==> config.mk <==
export PLATFORM = sky130hd
export DESIGN_NAME = pfes_status
export DESIGN_NICKNAME = d
export VERILOG_FILES = /design/src/hdl/pfes_pkg.sv /design/src/hdl/pfes_status.sv
export VERILOG_INCLUDE_DIRS = /design/src /design/src/hdl
export SDC_FILE = /design/constraint.sdc
export NUM_CORES = 1
export LEC_CHECK = 0
export ABC_CLOCK_PERIOD_IN_PS = 5000
export BUFFER_PORTS_ARGS = -buffer_cell sky130_fd_sc_hd__buf_4
export CORE_UTILIZATION = 40
export DETAILED_ROUTE_END_ITERATION = 6
export GPL_ROUTABILITY_DRIVEN = 0
export HOLD_SLACK_MARGIN = 0.05
export PLACE_DENSITY = 0.71
export SLEW_MARGIN = 20
export SYNTH_ARGS = -nofsm -noshare
export SYNTH_HDL_FRONTEND = slang
export SYNTH_SLANG_ARGS = --single-unit
==> constraint.sdc <==
create_clock -name clk_sys -period 5 [get_ports clk_sys]
set_input_delay 1 -clock clk_sys [delete_from_list [all_inputs] [get_ports clk_sys]]
set_output_delay 1 -clock clk_sys [all_outputs]
set_load 0.02 [all_outputs]
==> src/hdl/pfes_params.svh <==
// constants for the port fault event status block
// Notes on behaviour
// bit 15 set when sink discharge times out
// bit 14 set when sink discharge ends
// bit 13 VCONN over-temperature, sticky while present
// bit 12 VCONN reverse voltage, sticky while present
// bit 11 VCONN under-voltage, sticky while present
// bit 10 VCONN over-voltage, sticky while present
// bit 9 VCONN below 0.8V, regardless of enable
// reserved bits 8:7 and 2 read zero
// bit 5 mirrors fault state, read only
// bit 6 set on fault state change
// bit 4 source reverse voltage, sticky while present
// bit 3 source under-voltage, sticky while present
// bit 1 set after CC open over 40us
// write one clears bit 1; release processor-hot
// host clears bit 0 with any other flag
// processor-hot needs debounce, enable and bit 1
// events alert only when mask bit set
// zero writes keep; clear needs source gone (bit 1 clears on a one write even while open holds)
`ifndef PFES_PARAMS_SVH
`define PFES_PARAMS_SVH
`define PFES_STATUS_OFFSET   8'ha0
`define PFES_MASK_OFFSET     8'ha2
`define PFES_STATUS_RESET    16'h0000
`define PFES_RESERVED_MASK   16'h0184
`define PFES_BIT_DTIMEOUT    15
`define PFES_BIT_DDONE       14
`define PFES_BIT_OTP         13
`define PFES_BIT_RVP         12
`define PFES_BIT_UVP         11
`define PFES_BIT_OVP         10
`define PFES_BIT_VC08        9
`define PFES_BIT_FCHG        6
`define PFES_BIT_FSTATE      5
`define PFES_BIT_SRVP        4
`define PFES_BIT_SUVP        3
`define PFES_BIT_DHOT        1
`define PFES_BIT_DCOMP       0
`define PFES_CLK_MHZ         200
`define PFES_OPEN_TIME_NS    40000
`define PFES_OPEN_CYCLES     ((`PFES_OPEN_TIME_NS * `PFES_CLK_MHZ + 999) / 1000)
`define PFES_TO_MS_0         150
`define PFES_TO_MS_1         200
`define PFES_TO_MS_2         250
`define PFES_TO_MS_3         300
`define PFES_CYC_PER_MS      (`PFES_CLK_MHZ * 1000)
`endif

==> src/hdl/pfes_pkg.sv <==
// types for the port fault event status block
package pfes_pkg;
    // register port request
    typedef struct packed {
        logic       wrEn;
        logic       rdEn;
        logic [7:0] addr;
        logic [15:0] wdata;
    } pfes_req_t;
    // analog and engine condition inputs
    typedef struct packed {
        logic otp;
        logic rvp;
        logic uvp;
        logic ovp;
        logic vconnLow;
        logic srcRvp;
        logic srcUvp;
        logic faultState;
        logic sinkOpen;
        logic sinkSafe;
    } pfes_cond_t;
    // disable and enable controls
    typedef struct packed {
        logic       otpDis;
        logic       rvpDis;
        logic       uvpDis;
        logic       ovpDis;
        logic       srcRvpDis;
        logic       srcUvpDis;
        logic [1:0] dischgTimeout;
        logic [3:0] detachDebounce;
        logic       detachEn;
        logic       altExt0;
    } pfes_ctrl_t;
    typedef enum logic [1:0] {DS_IDLE, DS_RUN} pfes_dstate_t;
endpackage : pfes_pkg

==> src/hdl/pfes_status.sv <==
// sticky fault and event status register with processor-hot control
`timescale 1ns/1ps
`include "pfes_params.svh"
module pfes_status
    import pfes_pkg::*;
(
    input  wire logic        clk_sys,        // 200 MHz system clock
    input  wire logic        reset,          // synchronous, active high
    input  wire pfes_req_t   req,            // register access request
    input  wire pfes_cond_t  cond,           // live fault conditions
    input  wire pfes_ctrl_t  ctrl,           // disables and enables
    input  wire logic        dischgStart,    // one-cycle discharge start
    output logic [15:0]      rdData,         // read data, registered
    output logic [15:0]      statusOut,      // status register value
    output logic             alertReq,       // masked event summary
    output logic             processorHotO,  // processor_hot_n output level
    output logic             processorHotOeN // low while pin is driven
);
    logic [15:0] status_ff;
    logic [15:0] mask_ff;
    logic [15:0] nxt_status;
    logic        faultPrev_ff;
    logic [31:0] dischgCnt_ff;
    pfes_dstate_t dstate_ff;
    logic        dTimeout;
    logic        dDone;
    logic [15:0] openCnt_ff;
    logic        openHit;
    logic [15:0] w1c;

    // timeout selection, reused for compare
    function automatic logic [31:0] to_cycles(input logic [1:0] sel);
        logic [31:0] ms;
        ms = 32'h0;
        case (sel)
            2'h0: ms = 32'(`PFES_TO_MS_0);
            2'h1: ms = 32'(`PFES_TO_MS_1);
            2'h2: ms = 32'(`PFES_TO_MS_2);
            default: ms = 32'(`PFES_TO_MS_3);
        endcase
        to_cycles = ms * 32'(`PFES_CYC_PER_MS);
    endfunction : to_cycles

    assign w1c = (req.wrEn && req.addr == `PFES_STATUS_OFFSET) ? req.wdata : 16'h0000;

    // sink discharge engine timer; a start while running is ignored
    always_ff @(posedge clk_sys) begin
        if (reset) begin
            dstate_ff    <= DS_IDLE;
            dischgCnt_ff <= 32'h0;
        end else begin
            case (dstate_ff)
                DS_IDLE: begin
                    dischgCnt_ff <= 32'h0;
                    if (dischgStart) begin
                        dstate_ff <= DS_RUN;
                    end
                end
                DS_RUN: begin
                    dischgCnt_ff <= dischgCnt_ff + 32'h1;
                    if (dTimeout || cond.sinkSafe) begin
                        dstate_ff <= DS_IDLE;
                    end
                end
                default: dstate_ff <= DS_IDLE;
            endcase
        end
    end
    assign dTimeout = (dstate_ff == DS_RUN) && !cond.sinkSafe &&
                      (dischgCnt_ff >= to_cycles(ctrl.dischgTimeout) - 32'h1);
    assign dDone    = (dstate_ff == DS_RUN) && (cond.sinkSafe || dTimeout);

    // open condition must hold continuously beyond the window
    always_ff @(posedge clk_sys) begin
        if (reset) begin
            openCnt_ff <= 16'h0;
        end else if (!cond.sinkOpen) begin
            openCnt_ff <= 16'h0;
        end else if (!openHit) begin
            openCnt_ff <= openCnt_ff + 16'h1;
        end
    end
    assign openHit = (openCnt_ff > 16'(`PFES_OPEN_CYCLES));

    // flag update: except for bit 1, set wins over clear, clear only once the source has gone
    always_comb begin
        nxt_status = status_ff & ~w1c;
        if (ctrl.otpDis) nxt_status[`PFES_BIT_OTP] = 1'b0;
        if (ctrl.rvpDis) nxt_status[`PFES_BIT_RVP] = 1'b0;
        if (ctrl.uvpDis) nxt_status[`PFES_BIT_UVP] = 1'b0;
        if (ctrl.ovpDis) nxt_status[`PFES_BIT_OVP] = 1'b0;
        if (ctrl.srcRvpDis) nxt_status[`PFES_BIT_SRVP] = 1'b0;
        if (ctrl.srcUvpDis) nxt_status[`PFES_BIT_SUVP] = 1'b0;
        if (dTimeout) nxt_status[`PFES_BIT_DTIMEOUT] = 1'b1;
        if (dDone) nxt_status[`PFES_BIT_DDONE] = 1'b1;
        if (cond.otp && !ctrl.otpDis) nxt_status[`PFES_BIT_OTP] = 1'b1;
        if (cond.rvp && !ctrl.rvpDis) nxt_status[`PFES_BIT_RVP] = 1'b1;
        if (cond.uvp && !ctrl.uvpDis) nxt_status[`PFES_BIT_UVP] = 1'b1;
        if (cond.ovp && !ctrl.ovpDis) nxt_status[`PFES_BIT_OVP] = 1'b1;
        if (cond.vconnLow) nxt_status[`PFES_BIT_VC08] = 1'b1;
        if (cond.faultState != faultPrev_ff) nxt_status[`PFES_BIT_FCHG] = 1'b1;
        if (cond.srcRvp && !ctrl.srcRvpDis) nxt_status[`PFES_BIT_SRVP] = 1'b1;
        if (cond.srcUvp && !ctrl.srcUvpDis) nxt_status[`PFES_BIT_SUVP] = 1'b1;
        if (openHit && !status_ff[`PFES_BIT_DHOT] && openCnt_ff == 16'(`PFES_OPEN_CYCLES) + 16'h1)
            nxt_status[`PFES_BIT_DHOT] = 1'b1;
        // companion bit follows detach so the host clears both together
        if (openHit && openCnt_ff == 16'(`PFES_OPEN_CYCLES) + 16'h1)
            nxt_status[`PFES_BIT_DCOMP] = 1'b1;
        nxt_status[`PFES_BIT_FSTATE] = cond.faultState;
        nxt_status = nxt_status & ~`PFES_RESERVED_MASK;
    end

    // status and fault history
    always_ff @(posedge clk_sys) begin
        if (reset) begin
            status_ff    <= `PFES_STATUS_RESET;
            faultPrev_ff <= 1'b0;
        end else begin
            status_ff    <= nxt_status;
            faultPrev_ff <= cond.faultState;
        end
    end

    // mask register; reserved and status-only positions stay zero
    always_ff @(posedge clk_sys) begin
        if (reset) begin
            mask_ff <= 16'h0000;
        end else if (req.wrEn && req.addr == `PFES_MASK_OFFSET) begin
            mask_ff <= req.wdata & ~(`PFES_RESERVED_MASK | 16'h0021);
        end
    end

    // registered outputs
    always_ff @(posedge clk_sys) begin
        if (reset) begin
            rdData          <= 16'h0000;
            statusOut       <= 16'h0000;
            alertReq        <= 1'b0;
            processorHotO   <= 1'b1;
            processorHotOeN <= 1'b1;
        end else begin
            if (req.rdEn && req.addr == `PFES_STATUS_OFFSET) rdData <= status_ff;
            else if (req.rdEn && req.addr == `PFES_MASK_OFFSET) rdData <= mask_ff;
            else if (req.rdEn) rdData <= 16'h0000;
            statusOut     <= nxt_status;
            alertReq      <= |(nxt_status & mask_ff);
            processorHotO <= 1'b0;
            // driven low only while detach is armed, released otherwise
            processorHotOeN <= !((ctrl.detachDebounce != 4'h0) && ctrl.detachEn &&
                                 nxt_status[`PFES_BIT_DHOT]);
            if (!nxt_status[`PFES_BIT_DHOT] && !ctrl.altExt0)
                processorHotOeN <= 1'b1;
        end
    end
endmodule : pfes_status

==> results.md <==
Clocking:
- The H-tree generated during clock tree synthesis spans 3 levels.
- After clock tree synthesis, the setup repair step added 0 buffers.
- The maximum buffer depth of the clock tree is 2.
- For this design, the CTS-stage hold fixing added 0 buffers.
- The number of gates resized after CTS was 0.
- The clock tree root driver cell is clkbuf_16.
- Clock tree synthesis inserted a total of 9 buffers.
- The later pin in the worst-skew pair is clocked with a latency of 0.34 ns.
- The CTS tree is done.
- The number of clock sinks is 89.
- The CTS clock-pin slew for the worst setup and hold paths is 0.06 ns.

Logic synthesis:
- Yosys mapped a number of flops with a built-in enable equal to 0.
- For this run, the register share of the synthesized area comes to 37.4%.
- The flip-flop and latch count after synthesis is 89.
- The synthesized instance count is 534.
- A synthesized cell averages between 8 and 9 µm².
- The netlist uses between 50 and 60 different library cells.
- The Yosys warning count is 0.
- Of all flip-flops after synthesis, the portion carrying an async set or reset was 0%.
- The most used flip-flop cell after synthesis is dfxtp_1.
- The mapped cell area is 4760 µm².

Place:
- The wire-length estimate of the detail-placed layout is 7.70 mm.
- In this run the cell area measured after placement is between 5000 and 6000 µm².
- In this run the tool buffered the top-level ports with 76 buffer cells.
- In this run, placement finished with an instance count of 732.

Global routing:
- The all-layer global routing usage is 17.1%.
- The first global-routing pass estimated 17.1 mm of wire.
- The total grt overflow is 0.
- The via count of the first global-routing pass is 3721.
- Entering global routing, the biggest net connects 43 pins.
- The number of antenna violations at the first check in global routing is 0.

Detailed routing:
- The number of routed nets with antenna violations is 0.
- The vias after detailed routing is approximately 3900.
- The first detailed-routing pass took 7 iterations.
- Dividing the detail-routed via count by the number of cells gives 5.17.
- The wire length on met1 is 4.62 mm.
- Summed over all nets, wire length on met2 after detailed routing comes to 5.10 mm.
- In the final routed layout, each cell accounts on average for between 10 and 15 µm.
- For this run, design rule violations remaining after detail routing come to 26.
- The number of design-rule violations left by the first detailed-router iteration is between 150 and 200.
- The final layout contains routed wiring with a total length of 10.4 mm.
- The highest layer used for signal routing is met4.
- After detailed routing, the met3 layer carries 470 µm of wire.

Timing:
- Based on the critical path, the design can be clocked at up to 0.238 GHz.
- The number of hold violations in the final report is 0.
- The share of the clock period used by the worst path is a little over four fifths.
- The worst max-slew margin expressed relative to the limit is 52.0%.
- The post-layout minimum cycle time is roughly 4.2 ns.
- Setup violations remaining at the end of the flow were counted as 0.
- Adding up every negative setup slack in the final design gives 0 ns.
- For the pin with the worst max-slew slack, the measured transition is 0.720 ns.
- Setup repair after global routing left no endpoint under its margin.
- The max-slew violation count is 0.
- Between clock sinks in the finished design, the worst skew comes to 0.00823 ns.

Layout:
- In the final layout, flip-flops and latches occupy 1780 µm².
- The net count of the finished layout is 690.
- The count of non-filler cells in the finished layout is around 750.
- The cell area after layout is approximately 5700 µm².
- The antenna diode count is 0.
- In the final layout, the multi-input gates occupy 2780 µm².
- The post-route netlist has 19.8% of its cells at a drive strength greater than 1.
- The layout filler cell count is 1073.
- The area added between synthesis and finish is 20.4%.

Worst setup path:
- STA classifies the critical path startpoint as a primary input.
- The kind of end point of the critical path is a flip-flop.
- Along the worst path, the maximum fanout reaches 6.
- The critical path is of the primary input to flip-flop type.
- The register-to-register path setup slack is 2.91 ns.
- The data arrival at the endpoint of the critical path is about 4.5 ns.
- The required time of the worst setup path is 5.26 ns.

Power and ir drop:
- In this run the power density over the cells is 277 nW/µm².
- The worst-case IR drop observed on VDD is 0.000179 V.
- The analysis attributes to cell leakage a power of 2.28 nW.
- The design draws 0.00159 W.

Die:
- The placeable core area is roughly 12000 µm².
- 88 I/O pins were placed.
- The starting density of the core is 41.3%.
- The die covers 12300 µm².
- The floorplan has 39 rows.
- From left edge to right edge, the die measures about 110 µm.
- From bottom edge to top edge, the die measures 111 µm.

Run status:
- The checks that failed: design-rule violations.
- The run finished, with violations left.

Flow run:
- The total of max-cap violations is 0.

Min path:
- The path type of the worst min-delay path is flip-flop to flip-flop.
==> cell usage in the layout, fill, tap and decap left out, drive strengths merged, types with 2 or more instances in the layout <==
master	netlist	routed
and3	11	11
nand2	28	28
xor2	27	27
dfxtp	89	89
o21ai	7	7
clkinv	0	2
or3	3	3
nor4	4	4
conb	1	6
mux2i	12	12
bufinv	0	2
nand3b	6	6
nor2b	10	10
o2111ai	2	2
buf	11	77
mux2	11	11
inv	21	22
a31oi	3	3
a21o	11	11
nand2b	16	16
nand3	35	35
xnor2	17	17
clkbuf	16	10
nand4	15	15
and4	6	6
or4	3	3
o211ai	2	2
nor3	11	11
nor2	69	69
ha	37	37
a21oi	26	26
nor3b	7	7
==> layout make-up <==
cell class	instances	share of cell area, %
repair buffers	77	10.1
clock buffers	10	4.17
multi-input cells	402	48.6
inverters	21	1.38
clock inverters	6	1.57
well taps	143	3.12
flip-flops and latches	89	31.1
==> layer usage <==
metal | up-vias | track usage [%]
met5 | - | 0
met4 | 0 | 7.03
met3 | 16 | 3.66
met2 | 83 | 30.4
met1 | 1803 | 19.9
li1 | 1967 | -
==> cell usage after synthesis, types with 2 or more instances <==
cell | count | area, µm²
nor2b_1 | 10 | 62.6
a31oi_1 | 2 | 12.5
o21ai_0 | 6 | 30.0
inv_1 | 21 | 78.8
a21oi_1 | 26 | 130
nand3b_1 | 6 | 45.0
buf_2 | 2 | 10.0
xnor2_1 | 17 | 149
o211ai_1 | 2 | 15.0
and3_1 | 10 | 62.6
nand3_1 | 34 | 170
or3_1 | 3 | 18.8
buf_4 | 9 | 67.6
nand4_1 | 15 | 93.8
dfxtp_1 | 89 | 1780
nor4_2 | 3 | 37.5
or4_4 | 2 | 22.5
nand2_1 | 28 | 105
ha_1 | 37 | 463
xor2_1 | 27 | 236
nor3b_1 | 7 | 52.6
nor2_1 | 69 | 259
mux2_2 | 11 | 124
nand2b_1 | 16 | 100
clkbuf_1 | 16 | 60.1
a21o_1 | 11 | 82.6
mux2i_1 | 12 | 120
nor3_1 | 10 | 50.1
and4_1 | 6 | 52.6
==> kinds of logic (layout without fill, tap and decap cells) <==
group,Yosys count,after routing,share of synthesized area (%)
DFF,89,89,37.4
AOI/OAI and AO/OA,63,63,9.15
xor gates and xnor gates,44,44,8.10
muxes,23,23,5.13
buffers and inverters,48,114,4.55
other,1,6,0.0788
and+or+nand+nor,229,229,25.8
adders and majority gates,37,37,9.73
==> state kept, by name, indices dropped and copies added (netlist names) <==
register	count
dstate_ff	1
processorHotO	1
mask_ff	11
processorHotOeN	1
rdData	13
alertReq	1
dischgCnt_ff	32
openCnt_ff	16
statusOut	13
==> power by group <==
part,internal [W],switching (W)
logic,0.0000651,0.0000746
registers,0.000716,0.00000686
clock network,0.000453,0.000272
total,0.00123,0.000354
==> metrics by stage <==
stage | hold WS [ns] | setup slack (ns) | utilization [%]
after detailed placement | 0.429 | 0.451 | 46.9
final | 0.444 | 0.805 | 49.7
after global placement | 0.415 | 0.578 | 46.9
after global routing | 0.461 | 0.526 | 49.7
after floorplan | 0.408 | 0.900 | -
after CTS | 0.447 | 0.794 | 49.7
==> final timing paths <==
kind	to	from	depth (start not counted)
max reg2reg	alertReq$_SDFF_PP0_	dischgCnt_ff[0]$_SDFF_PP0_	7
min	openCnt_ff[15]$_SDFFE_PP0P_	openCnt_ff[15]$_SDFFE_PP0P_	2
min reg2reg	openCnt_ff[15]$_SDFFE_PP0P_	openCnt_ff[15]$_SDFFE_PP0P_	2
max	alertReq$_SDFF_PP0_	ctrl[6]	15
==> worst max-delay path, stage by stage <==
cell      delay (ns)
buf_4           0.14
inv_1           0.16
ha_1            0.27
ha_1            0.26
a221o_1         0.35
a222oi_1        0.40
a21boi_0        0.15
o21ai_0         0.22
xor2_1          0.10
ha_1            0.28
nand3_1         0.10
or4_4           0.51
a31oi_4         0.23
o221ai_2        0.15
a41oi_2         0.13
Note: power is estimated with default switching activity, not from simulation.
